--- src/ascii_port_pkg.sv ---
package ascii_port_pkg;
    // register offsets on the plain port
    localparam logic [3:0]  REG_TERM_TYPE  = 4'h0;
    localparam logic [3:0]  REG_RX_BASE    = 4'h1;
    localparam logic [3:0]  REG_TX_BASE    = 4'h2;
    localparam logic [3:0]  REG_TERM_CNT   = 4'h3;
    localparam logic [3:0]  REG_TERM_CHARS = 4'h4;
    localparam logic [3:0]  REG_PKT_LIMIT  = 4'h5;
    localparam logic [3:0]  REG_MSG_TMO    = 4'h6;
    localparam logic [3:0]  REG_GAP_TMO    = 4'h7;
    localparam logic [3:0]  REG_STATUS     = 4'h8;
    // termination type bit positions
    localparam int          TT_CHAR        = 0;
    localparam int          TT_MSG         = 1;
    localparam int          TT_GAP         = 2;
    localparam int          TT_SIZE        = 3;
    localparam logic [7:0]  TT_USED_MASK   = 8'h0F;
    // reset values
    localparam logic [15:0] BASE_DISABLED  = 16'hFFFF;
    localparam logic [7:0]  RST_TERM_TYPE  = 8'h00;
    localparam logic [2:0]  RST_TERM_CNT   = 3'h0;
    localparam logic [7:0]  RST_PKT_LIMIT  = 8'h00;
    localparam logic [15:0] RST_TMO_MS     = 16'h0000;
    // buffer and receive block layout
    localparam int          RX_BUF_DEPTH   = 255;
    localparam logic [7:0]  RX_BUF_FULL    = 8'hFF;
    localparam logic [15:0] RX_WORD_SEQ    = 16'h0000;
    localparam logic [15:0] RX_WORD_LEN    = 16'h0002;
    localparam logic [15:0] RX_WORD_DATA   = 16'h0009;
    // millisecond tick
    localparam int          CLK_HZ         = 100_000_000;
    localparam int          MS_NS          = 1_000_000;
    localparam int          CLK_NS         = 1_000_000_000 / CLK_HZ;
    localparam int          MS_CYCLES      = MS_NS / CLK_NS;
    localparam logic [16:0] MS_CNT_LAST    = 17'(MS_CYCLES - 1);
endpackage

--- src/ascii_port_rx_framer.sv ---
// Chosen here: the plain strobed port and the address map.
`timescale 1ns/1ps
`default_nettype none

// How it works
// - one instance per port, nothing shared
// - transmit base all ones: no new block starts, one in progress finishes
// - receive base all ones: drop input
// - new transmit sequence value starts sending
// - 255-byte buffer, copied out on termination
// - type bits: char, message, gap, size
// - type zero streams each character out
// - any mix of conditions works together
// - terminator forwarded with preceding characters
// - message timer starts at first character
// - gap timer restarts on each character
// - forward whenever size limit reached
// - data and length first, sequence last
// - length word 2, data words 9 on
// - nonzero delay paces transmit in milliseconds
module ascii_port_rx_framer
    import ascii_port_pkg::*;
(
    input  wire logic        core_clk_in,
    input  wire logic        srst_in,
    // register port
    input  wire logic [3:0]  reg_addr_in,
    input  wire logic [31:0] reg_wdata_in,
    input  wire logic        reg_wr_in,
    input  wire logic        reg_rd_in,
    output logic      [31:0] reg_rdata_out,
    // characters from the serial receiver
    input  wire logic [7:0]  rx_char_in,
    input  wire logic        rx_char_valid_in,
    output logic             rx_char_ready_out,
    // database write side
    output logic             db_wr_out,
    output logic      [15:0] db_addr_out,
    output logic      [15:0] db_wdata_out,
    input  wire logic        db_ready_in,
    // transmit block fields read from the database
    input  wire logic [15:0] tx_seq_in,
    input  wire logic [15:0] tx_delay_ms_in,
    input  wire logic [7:0]  tx_count_in,
    output logic      [6:0]  tx_index_out,
    input  wire logic [15:0] tx_word_in,
    // characters to the serial transmitter
    output logic      [7:0]  tx_char_out,
    output logic             tx_char_valid_out,
    input  wire logic        tx_char_ready_in
);

    typedef enum logic [3:0] {
        RX_COLLECT = 4'b0001,
        RX_DATA    = 4'b0010,
        RX_LEN     = 4'b0100,
        RX_SEQ     = 4'b1000
    } rx_state_e;

    typedef enum logic [2:0] {
        TX_IDLE  = 3'b001,
        TX_SEND  = 3'b010,
        TX_PAUSE = 3'b100
    } tx_state_e;

    // configuration registers
    logic [7:0]  term_type_ff;
    logic [15:0] rx_base_ff;
    logic [15:0] tx_base_ff;
    logic [2:0]  term_cnt_ff;
    logic [31:0] term_chars_ff;
    logic [7:0]  pkt_limit_ff;
    logic [15:0] msg_tmo_ff;
    logic [15:0] gap_tmo_ff;

    // receive path state
    rx_state_e   rx_state_ff;
    logic [7:0]  rx_buf [RX_BUF_DEPTH];
    logic [7:0]  fill_ff;
    logic [7:0]  out_idx_ff;
    logic [15:0] rx_seq_ff;
    logic [15:0] msg_ms_ff;
    logic [15:0] gap_ms_ff;
    logic [16:0] ms_cnt_ff;
    logic        ms_tick;

    // two-entry skid buffer toward the database
    logic [15:0] skid_addr [2];
    logic [15:0] skid_data [2];
    logic        skid_wp_ff;
    logic        skid_rp_ff;
    logic [1:0]  skid_cnt_ff;
    logic        push;
    logic [15:0] push_addr;
    logic [15:0] push_data;
    logic        pop;

    // transmit path state
    tx_state_e   tx_state_ff;
    logic [15:0] tx_seq_seen_ff;
    logic [7:0]  tx_pos_ff;
    logic [15:0] tx_wait_ff;

    logic        rx_on;
    logic        tx_on;
    logic        take;
    logic        is_term;
    logic        close_msg;
    logic        stream;

    function automatic logic match_term(input logic [7:0]  ch,
                                        input logic [31:0] set,
                                        input logic [2:0]  cnt);
        logic hit;
        hit = 1'b0;
        for (int i = 0; i < 4; i++)
        begin
            if (i < int'(cnt) && set[i*8 +: 8] == ch)
            begin
                hit = 1'b1;
            end
        end
        return hit;
    endfunction

    assign rx_on  = (rx_base_ff != BASE_DISABLED);
    assign tx_on  = (tx_base_ff != BASE_DISABLED);
    assign stream = ((term_type_ff & TT_USED_MASK) == 8'h00);

    // characters are drained when disabled so the receiver never stalls
    assign rx_char_ready_out = (rx_state_ff == RX_COLLECT) || !rx_on;
    assign take    = rx_char_valid_in && rx_char_ready_out && rx_on;
    assign is_term = term_type_ff[TT_CHAR] && match_term(rx_char_in, term_chars_ff, term_cnt_ff);

    // any satisfied condition closes the message; all conditions live at once
    always_comb
    begin
        close_msg = 1'b0;
        if (take && (stream || is_term))
            close_msg = 1'b1;
        if (take && term_type_ff[TT_SIZE] && (fill_ff + 8'h01) >= pkt_limit_ff)
            close_msg = 1'b1;
        if (take && fill_ff == RX_BUF_FULL - 8'h01)
            close_msg = 1'b1;
        if (!take && fill_ff != 8'h00 && ms_tick)
        begin
            if (term_type_ff[TT_MSG] && msg_ms_ff + 16'h0001 >= msg_tmo_ff)
                close_msg = 1'b1;
            if (term_type_ff[TT_GAP] && gap_ms_ff + 16'h0001 >= gap_tmo_ff)
                close_msg = 1'b1;
        end
    end

    // free-running millisecond tick
    assign ms_tick = (ms_cnt_ff == MS_CNT_LAST);
    always_ff @(posedge core_clk_in)
    begin
        if (srst_in || ms_tick)
            ms_cnt_ff <= 17'h00000;
        else
            ms_cnt_ff <= ms_cnt_ff + 17'h00001;
    end

    // register writes
    always_ff @(posedge core_clk_in)
    begin
        if (srst_in)
        begin
            term_type_ff  <= RST_TERM_TYPE;
            rx_base_ff    <= BASE_DISABLED;
            tx_base_ff    <= BASE_DISABLED;
            term_cnt_ff   <= RST_TERM_CNT;
            term_chars_ff <= 32'h00000000;
            pkt_limit_ff  <= RST_PKT_LIMIT;
            msg_tmo_ff    <= RST_TMO_MS;
            gap_tmo_ff    <= RST_TMO_MS;
        end
        else if (reg_wr_in)
        begin
            if (reg_addr_in == REG_TERM_TYPE)
                term_type_ff <= reg_wdata_in[7:0];
            else if (reg_addr_in == REG_RX_BASE)
                rx_base_ff <= reg_wdata_in[15:0];
            else if (reg_addr_in == REG_TX_BASE)
                tx_base_ff <= reg_wdata_in[15:0];
            else if (reg_addr_in == REG_TERM_CNT)
                term_cnt_ff <= reg_wdata_in[2:0];
            else if (reg_addr_in == REG_TERM_CHARS)
                term_chars_ff <= reg_wdata_in;
            else if (reg_addr_in == REG_PKT_LIMIT)
                pkt_limit_ff <= reg_wdata_in[7:0];
            else if (reg_addr_in == REG_MSG_TMO)
                msg_tmo_ff <= reg_wdata_in[15:0];
            else if (reg_addr_in == REG_GAP_TMO)
                gap_tmo_ff <= reg_wdata_in[15:0];
        end
    end

    // register reads, data one cycle later; unmapped reads zero
    always_ff @(posedge core_clk_in)
    begin
        if (srst_in)
            reg_rdata_out <= 32'h00000000;
        else if (!reg_rd_in)
            reg_rdata_out <= 32'h00000000;
        else if (reg_addr_in == REG_TERM_TYPE)
            reg_rdata_out <= {24'h000000, term_type_ff};
        else if (reg_addr_in == REG_RX_BASE)
            reg_rdata_out <= {16'h0000, rx_base_ff};
        else if (reg_addr_in == REG_TX_BASE)
            reg_rdata_out <= {16'h0000, tx_base_ff};
        else if (reg_addr_in == REG_TERM_CNT)
            reg_rdata_out <= {29'h00000000, term_cnt_ff};
        else if (reg_addr_in == REG_TERM_CHARS)
            reg_rdata_out <= term_chars_ff;
        else if (reg_addr_in == REG_PKT_LIMIT)
            reg_rdata_out <= {24'h000000, pkt_limit_ff};
        else if (reg_addr_in == REG_MSG_TMO)
            reg_rdata_out <= {16'h0000, msg_tmo_ff};
        else if (reg_addr_in == REG_GAP_TMO)
            reg_rdata_out <= {16'h0000, gap_tmo_ff};
        else if (reg_addr_in == REG_STATUS)
            reg_rdata_out <= {rx_seq_ff, fill_ff, 4'h0, tx_state_ff != TX_IDLE, rx_state_ff != RX_COLLECT,
                              tx_on, rx_on};
        else
            reg_rdata_out <= 32'h00000000;
    end

    // buffer writes, one character per accepted strobe
    always_ff @(posedge core_clk_in)
    begin
        if (take)
            rx_buf[fill_ff] <= rx_char_in;
    end

    // message and gap timers, restarted per message and per character
    always_ff @(posedge core_clk_in)
    begin
        if (srst_in || take || close_msg || fill_ff == 8'h00)
        begin
            gap_ms_ff <= 16'h0000;
        end
        else if (ms_tick)
        begin
            gap_ms_ff <= gap_ms_ff + 16'h0001;
        end
        if (srst_in || close_msg || fill_ff == 8'h00)
            msg_ms_ff <= 16'h0000;
        else if (ms_tick)
            msg_ms_ff <= msg_ms_ff + 16'h0001;
    end

    // receive block writer: data words, then length, then sequence
    always_comb
    begin
        push      = 1'b0;
        push_addr = 16'h0000;
        push_data = 16'h0000;
        if (skid_cnt_ff != 2'd2)
        begin
            if (rx_state_ff == RX_DATA)
            begin
                push      = 1'b1;
                push_addr = rx_base_ff + RX_WORD_DATA + {8'h00, out_idx_ff};
                push_data = {8'h00, rx_buf[out_idx_ff]};
            end
            else if (rx_state_ff == RX_LEN)
            begin
                push      = 1'b1;
                push_addr = rx_base_ff + RX_WORD_LEN;
                push_data = {8'h00, fill_ff};
            end
            else if (rx_state_ff == RX_SEQ)
            begin
                push      = 1'b1;
                push_addr = rx_base_ff + RX_WORD_SEQ;
                push_data = rx_seq_ff + 16'h0001;
            end
        end
    end

    always_ff @(posedge core_clk_in)
    begin
        if (srst_in)
        begin
            rx_state_ff <= RX_COLLECT;
            fill_ff     <= 8'h00;
            out_idx_ff  <= 8'h00;
            rx_seq_ff   <= 16'h0000;
        end
        else
        begin
            case (rx_state_ff)
                RX_COLLECT:
                begin
                    if (take)
                        fill_ff <= fill_ff + 8'h01;
                    if (close_msg)
                    begin
                        out_idx_ff  <= 8'h00;
                        rx_state_ff <= RX_DATA;
                    end
                end
                RX_DATA:
                begin
                    if (push)
                    begin
                        out_idx_ff <= out_idx_ff + 8'h01;
                        if (out_idx_ff + 8'h01 == fill_ff)
                            rx_state_ff <= RX_LEN;
                    end
                end
                RX_LEN:
                begin
                    if (push)
                        rx_state_ff <= RX_SEQ;
                end
                RX_SEQ:
                begin
                    if (push)
                    begin
                        rx_seq_ff   <= rx_seq_ff + 16'h0001;
                        fill_ff     <= 8'h00;
                        rx_state_ff <= RX_COLLECT;
                    end
                end
                default:
                    rx_state_ff <= RX_COLLECT;
            endcase
        end
    end

    // skid buffer so a stalled database loses no word
    assign pop          = (skid_cnt_ff != 2'd0) && db_ready_in;
    assign db_wr_out    = (skid_cnt_ff != 2'd0);
    assign db_addr_out  = skid_addr[skid_rp_ff];
    assign db_wdata_out = skid_data[skid_rp_ff];
    always_ff @(posedge core_clk_in)
    begin
        if (srst_in)
        begin
            skid_wp_ff  <= 1'b0;
            skid_rp_ff  <= 1'b0;
            skid_cnt_ff <= 2'd0;
        end
        else
        begin
            if (push)
            begin
                skid_addr[skid_wp_ff] <= push_addr;
                skid_data[skid_wp_ff] <= push_data;
                skid_wp_ff            <= ~skid_wp_ff;
            end
            if (pop)
                skid_rp_ff <= ~skid_rp_ff;
            skid_cnt_ff <= skid_cnt_ff + {1'b0, push} - {1'b0, pop};
        end
    end

    // transmitter: byte pairs low byte first, paced by the delay word
    assign tx_index_out      = tx_pos_ff[7:1];
    assign tx_char_out       = tx_pos_ff[0] ? tx_word_in[15:8] : tx_word_in[7:0];
    assign tx_char_valid_out = (tx_state_ff == TX_SEND);
    always_ff @(posedge core_clk_in)
    begin
        if (srst_in)
        begin
            tx_state_ff    <= TX_IDLE;
            tx_seq_seen_ff <= 16'h0000;
            tx_pos_ff      <= 8'h00;
            tx_wait_ff     <= 16'h0000;
        end
        else
        begin
            case (tx_state_ff)
                TX_IDLE:
                begin
                    tx_seq_seen_ff <= tx_seq_in;
                    if (tx_on && tx_seq_in != tx_seq_seen_ff && tx_count_in != 8'h00)
                    begin
                        tx_pos_ff   <= 8'h00;
                        tx_state_ff <= TX_SEND;
                    end
                end
                TX_SEND:
                begin
                    if (tx_char_ready_in)
                    begin
                        tx_pos_ff  <= tx_pos_ff + 8'h01;
                        tx_wait_ff <= 16'h0000;
                        if (tx_pos_ff + 8'h01 == tx_count_in)
                            tx_state_ff <= TX_IDLE;
                        else if (tx_delay_ms_in != 16'h0000)
                            tx_state_ff <= TX_PAUSE;
                    end
                end
                TX_PAUSE:
                begin
                    if (ms_tick)
                    begin
                        tx_wait_ff <= tx_wait_ff + 16'h0001;
                        if (tx_wait_ff + 16'h0001 >= tx_delay_ms_in)
                            tx_state_ff <= TX_SEND;
                    end
                end
                default:
                    tx_state_ff <= TX_IDLE;
            endcase
        end
    end

endmodule

`default_nettype wire

--- config.mk ---
export PLATFORM = sky130hd
export DESIGN_NAME = ascii_port_rx_framer
export DESIGN_NICKNAME = d
export VERILOG_FILES = /design/src/ascii_port_pkg.sv /design/src/ascii_port_rx_framer.sv
export SDC_FILE = /design/constraint.sdc
export NUM_CORES = 2
export LEC_CHECK = 0
export ABC_AREA = 1
export BUFFER_PORTS_ARGS = -buffer_cell sky130_fd_sc_hd__buf_2
export CAP_MARGIN = 20
export CORE_ASPECT_RATIO = 1.5
export CORE_MARGIN = 2
export CORE_UTILIZATION = 35
export CTS_CLUSTER_DIAMETER = 150
export CTS_CLUSTER_SIZE = 16
export DETAILED_ROUTE_END_ITERATION = 6
export SYNTH_ARGS = -nofsm -noshare
export SYNTH_HDL_FRONTEND = slang
export SYNTH_SLANG_ARGS = --single-unit
export TNS_END_PERCENT = 5
--- constraint.sdc ---
create_clock -name core_clk_in -period 5.9 [get_ports core_clk_in]
set_input_delay 0.295 -clock core_clk_in [delete_from_list [all_inputs] [get_ports core_clk_in]]
set_output_delay 0.295 -clock core_clk_in [all_outputs]
set_load 0.01 [all_outputs]
# After elaboration in Yosys (flattened, before gate mapping)
# Memories as Yosys holds them, arrays and structs flattened. A register that Yosys moved wholly into a read port is not among the register bits.
# Index checks and enable logic that the tools add are counted.
# classes
n_addsub,13
multipliers,0
n_div,0
n_lt_le_gt_ge,8
n_eq_ne,40
shifts,0
mux,68
bitwise_logic,10
reduce_logical,57
# op_table
operator,n
$mux W16,13
$mux W32,5
$mux W8,10
$add A16 B1 Y16 const B,4
$eq A8 B8 Y1,6
$ge A16 B16 Y1,3
$pmux W8 S2,3
$ne A16 B16 Y1 const B,2
$pmux W16 S2,1
$add A8 B1 Y8 const B,3
$mux W1,23
$eq A4 B3 Y1 const B,5
$mux W4,5
$logic_and A1 B1 Y1,18
$mux W3,6
$ne A2 B2 Y1 const B,9
$add A17 B1 Y17 const B,1
$eq A17 B17 Y1 const B,1
$add A16 B2 Y16 const B,1
$add A16 B4 Y16 const B,1
$add A16 B8 Y16,1
$logic_not A8 Y1,2
$ne A16 B16 Y1,1
$pmux W4 S4,1
34 further kinds,71
# word_totals
regBits,279
latch_bits,0
mem_bits_rw,2104
rom_bits,0
memories,3
# memory_table
memory,words,word_bits,rd,rd_ports_with_merged_regs,wr,line,source
rx_buf,255,8,1,1,1,ascii_port_rx_framer.sv:78,logic [7:0] rx_buf [RX_BUF_DEPTH];
skid_addr,2,16,1,1,1,ascii_port_rx_framer.sv:88,logic [15:0] skid_addr [2];
skid_data,2,16,1,1,1,ascii_port_rx_framer.sv:89,logic [15:0] skid_data [2];

# Depth between registers and ports, before layout
# depth
word_depth,19
mapped_depth,24
depth_no_buf,24

# Least setup slack after synthesis
# No wires, ideal clock.
# synth_timing
path_kind,register to register
from,reg rx_state_ff[0]
to,"mem skid_addr[0][0], enable pin"
setup_time_ns,0.421
arrival_time_ns,2.661
slack_ns,2.818
stages_incl_launch_ff,7
n_path_buf,0
period_less_slack_ns,3.082
cell_sequence,dfxtp_1 nor2_1 inv_1 nor3_2 o21ai_1 or2_2 nor2_1
# synth_via
elab_chain_cells,8
# synth_lines
element,line,source
"start, declared",ascii_port_rx_framer.sv:77,rx_state_e rx_state_ff;
"start signal, assigned",ascii_port_rx_framer.sv:286,rx_state_ff <= RX_COLLECT;
"start signal, assigned",ascii_port_rx_framer.sv:301,rx_state_ff <= RX_DATA;
"start signal, assigned",ascii_port_rx_framer.sv:310,rx_state_ff <= RX_LEN;
$eq A4 B4 Y1,ascii_port_rx_framer.sv:273,else if (rx_state_ff == RX_SEQ)
$mux W1,ascii_port_rx_framer.sv:273,
$mux W1,ascii_port_rx_framer.sv:267,else if (rx_state_ff == RX_LEN)
$mux W1 (*),ascii_port_rx_framer.sv:261,if (rx_state_ff == RX_DATA)
$mux W1 (*),ascii_port_rx_framer.sv:259,if (skid_cnt_ff != 2'd2)
$mux W1 (*),ascii_port_rx_framer.sv:348,if (push)
$mux W1 (*),ascii_port_rx_framer.sv:340,if (srst_in)
$mux W1 (not written as such) (*),ascii_port_rx_framer.sv:350,skid_addr[skid_wp_ff] <= push_addr;
"end, declared",ascii_port_rx_framer.sv:88,
# Mark *: on every way between the ends. The rest lies on a longest branch, timed or not.

# Worst setup path in the final report
# layout_timing
from,reg rx_state_ff[2]
to,"mem rx_buf[40][0], enable pin"
# layout_via
elab_chain_cells,6
# layout_lines
element,line,source
$eq A4 B1 Y1,ascii_port_rx_framer.sv:131,assign rx_char_ready_out = (rx_state_ff == RX_COLLECT) || !rx_on;
$logic_or A1 B1 Y1,ascii_port_rx_framer.sv:131,
$logic_and A1 B1 Y1 (2 in a row),ascii_port_rx_framer.sv:132,assign take = rx_char_valid_in && rx_char_ready_out && rx_on;
$mux W1,ascii_port_rx_framer.sv:232,if (take)
$mux W1 (not written as such),ascii_port_rx_framer.sv:233,rx_buf[fill_ff] <= rx_char_in;
"end, declared",ascii_port_rx_framer.sv:78,
# Every way passes these cells.

==> out/metrics.cfg <==
[die]
std_cell_rows=242
core_area_sq_um=289000
dieArea_sq_um=295000
start_util=0.351
fp.dieH_um=664
top_level_ports=189
die_w_um=444

[critical_path]
slowest_stage=nor2_1
path_cells=inv_1 > nand2_1 > nor2_2 > inv_2 > nor2_1 > nand2_2 > nor3_2 > nand2_1 > nor2_1
crit_fanout=16
worst_ep_arrival_time_ns=4.56
path_buf_inv=2
required_ns=6.35
critical_path_class=reg -> reg
critPathLaunchType=flip-flop
crit_path_end_kind=flip-flop
max_stage_delay_ns=0.83
crit_family=simple AND/OR/NAND/NOR gates

[final_layout]
syn_to_final_growth_pct=9.41
final_common_cell=nand2_1
fin_cells=13300
fillers=27900
final_layout_size_suffix_gt1_frac=0.0648
layout_common_cells=2637 x nand2_1, 2104 x edfxtp_1, 2101 x nand3_1
nNetsFinal=9626
design_area_sq_um=111000

[grt]
met2_usage=0.362
grt_pass1_wl_um=450000
met3_usage=0.0241
grt_pass1_vias=70100
grt.overflow.total=0
grtUsageTotal=0.202
antenna_found_initial=14
grt_use_met1=0.230
grt_max_degree=201
grt-busiest-layer=met2

[synthesis]
seq_area_frac_synth=0.678
synthArstFlopShare=0
synth_edf_count=2104
yosysTopAreaCellShare=0.621
synth_ff_type=edfxtp_1
synth_top_cell_by_area=edfxtp_1
netlist_area_sq_um=102000
synth-warning-count=0
synth.distinct_cells=60
synthTopCellsByArea=edfxtp_1 62%, nand3_1 10%, nand2_1 9.7%
synth_seq_cells=2392
synth_nets=9643
synthCells=9449
syn_area_per_cell_sq_um=10.8

[clock_network]
cts_root_buffer=clkbuf_16
cts_tree=yes
cts-buffers-inserted=175
cts_resized=0
cts.sinks=2392
clock_latency_ns=0.86
clkTransAtPathRegs_ns=0.08
htree_num_levels=4
clk_path_buf_depth=4

[timing]
tightest_slew_ns=1.11
fin_crit_ns=4.11
final_hold_viol_count=0
rsz0062_at_grt=false
max_freq_mhz=243
maxSlewHeadroom=0.257
setup_viol=0
final.setup.tns_ns=0
period_share=0.697
skew_ns=0.0585
slew_viol_final=0

[drt]
dr.pass1.iters=7
finalWirelength_um=308000
vias=71100
drt-initial-drc-count=7707
ant_nets=0
avgViaCountPerCell=5.37
drc=9
wl_per_cell_um=23.2

[placement]
dp_cells=13000
port_buffers=188
hpwl_um=192000
globalplace.congestion=0.927
dpl_cell_area_sq_um=106000

[pwr]
leakage_nw=38.9
p_comb_frac=0.066
p_sw_w=0.00726
sw_frac_of_total=0.229
pwr_density_cell_nw_per_um2=285
seqPwrFrac=0.587
vdd_drop_max_mv=0.220
p_clk_frac=0.346
intPower_w=0.0245

[run]
drv_cap=0

[worst_hold_path]
hold_path_class=in -> reg

[run_status]
status=finished, violations left
violations=design-rule violations

metal layers:
| metal | vias up | wire length [um] |
|---|---|---|
| met4 | 2 | 20500 |
| met2 | 2850 | 157000 |
| met5 | - | 15 |
| li1 | 32800 | - |
| met3 | 766 | 17800 |
| met1 | 34700 | 112000 |
per-stage QoR:
step	hold slack (ns)	worst slack (ns)	power [W]	utilization
after detailed placement	0.436	1.78	0.0211	0.366
after global routing	0.0925	1.57	0.0326	0.384
after floorplan	0.394	2.82	0.0201	-
final	0.0609	1.79	0.0317	0.384
after CTS	0.00330	1.78	0.0319	0.384
after global placement	0.423	1.74	0.0210	0.366
timing repair:
item                      in CTS  in global routing
hold endpoints to repair     398                  0
hold buffers                  77                  0
setup buffers                  0                  0
final timing paths:
kind / depth (start not counted) / startpoint / end / slack, ns
worst max-delay path: 9 / rx_state_ff[2] / rx_buf[40][0] / 1.79
worst min-delay path: 6 / tx_count_in[3] / tx_state_ff[0] / 0.06
worst max register to register: 9 / rx_state_ff[2] / rx_buf[40][0] / 1.79
worst min register to register: 1 / skid_rp_ff / flip-flop / 0.45
cell families (layout without fill, tap and decap cells):
kind of cell | count (synthesis) | count (layout) | share of synthesized area
other | 0 | 14 | 0
flip-flops | 2392 | 2392 | 0.678
AO/OA/AOI/OAI | 533 | 533 | 0.0288
buffers and inverters | 921 | 926 | 0.0402
adder cells (fa/ha/maj) | 87 | 87 | 0.0108
multiplexers | 39 | 39 | 0.00423
XOR/XNOR | 90 | 90 | 0.00775
AND/OR/NAND/NOR | 5387 | 5387 | 0.230
state kept, by name, summed over array words and instances (netlist names), 16 cells and up, named ones only:
name and count:
tx_wait_ff 16, gap_ms_ff 16, skid_addr 32, rx_base_ff 16, term_chars_ff 32, msg_ms_ff 16
reg_rdata_out 32, tx_seq_seen_ff 16, tx_base_ff 16, gap_tmo_ff 16, msg_tmo_ff 16, ms_cnt_ff 17
rx_buf 2040, skid_data 32, rx_seq_ff 16
worst reg2reg max path, stage by stage (launching register included):
cell	delay, ns
dfxtp_1	0.34
inv_1	0.09
nand2_1	0.12
nor2_2	0.21
inv_2	0.08
nor2_1	0.12
nand2_2	0.33
nor3_2	0.81
nand2_1	0.76
nor2_1	0.84
final cells by class:
class	instances	area, sq um	area share
Clock inverter	4	42.5	0.000382
Multi-Input combinational cell	6136	28700	0.258
Inverter	345	1340	0.0120
Tap cell	3782	4730	0.0425
Timing Repair Buffer	382	2930	0.0263
Sequential cell	2392	69000	0.620
Clock buffer	195	4520	0.0406
Antenna cell	14	35.0	0.000315
Yosys cell counts, types with 4 or more instances:
cell type	count
nand3_2	4
ha_1	86
buf_6	8
mux2i_1	7
buf_2	327
nor3_2	12
o22ai_1	11
nor2_2	10
a21oi_1	247
dfxtp_1	288
or2_2	6
nor3_1	35
o211ai_1	35
clkbuf_1	128
nand4_1	37
nand3_1	2101
xnor2_1	35
xor2_1	55
o21bai_1	5
inv_2	19
inv_1	320
nand3b_1	4
a211oi_1	5
o21ai_0	173
a41oi_1	4
buf_1	72
nor3b_1	6
nor2_4	12
o21ai_1	13
a31oi_1	6
edfxtp_1	2104
mux2_2	32
o21a_1	6
buf_4	41
nor2_1	497
a221oi_1	12
nor4_1	10
nand2_1	2638
power by group through the flow:
stage                     Clock (W)  Combinational, W  Sequential (W)
after floorplan                   0           0.00112          0.0190
after global placement            0           0.00203          0.0190
after detailed placement          0           0.00205          0.0190
after CTS                    0.0112           0.00210          0.0186
after global routing         0.0117           0.00228          0.0186
final                        0.0110           0.00210          0.0186
Power figures use the tool's default switching activity.
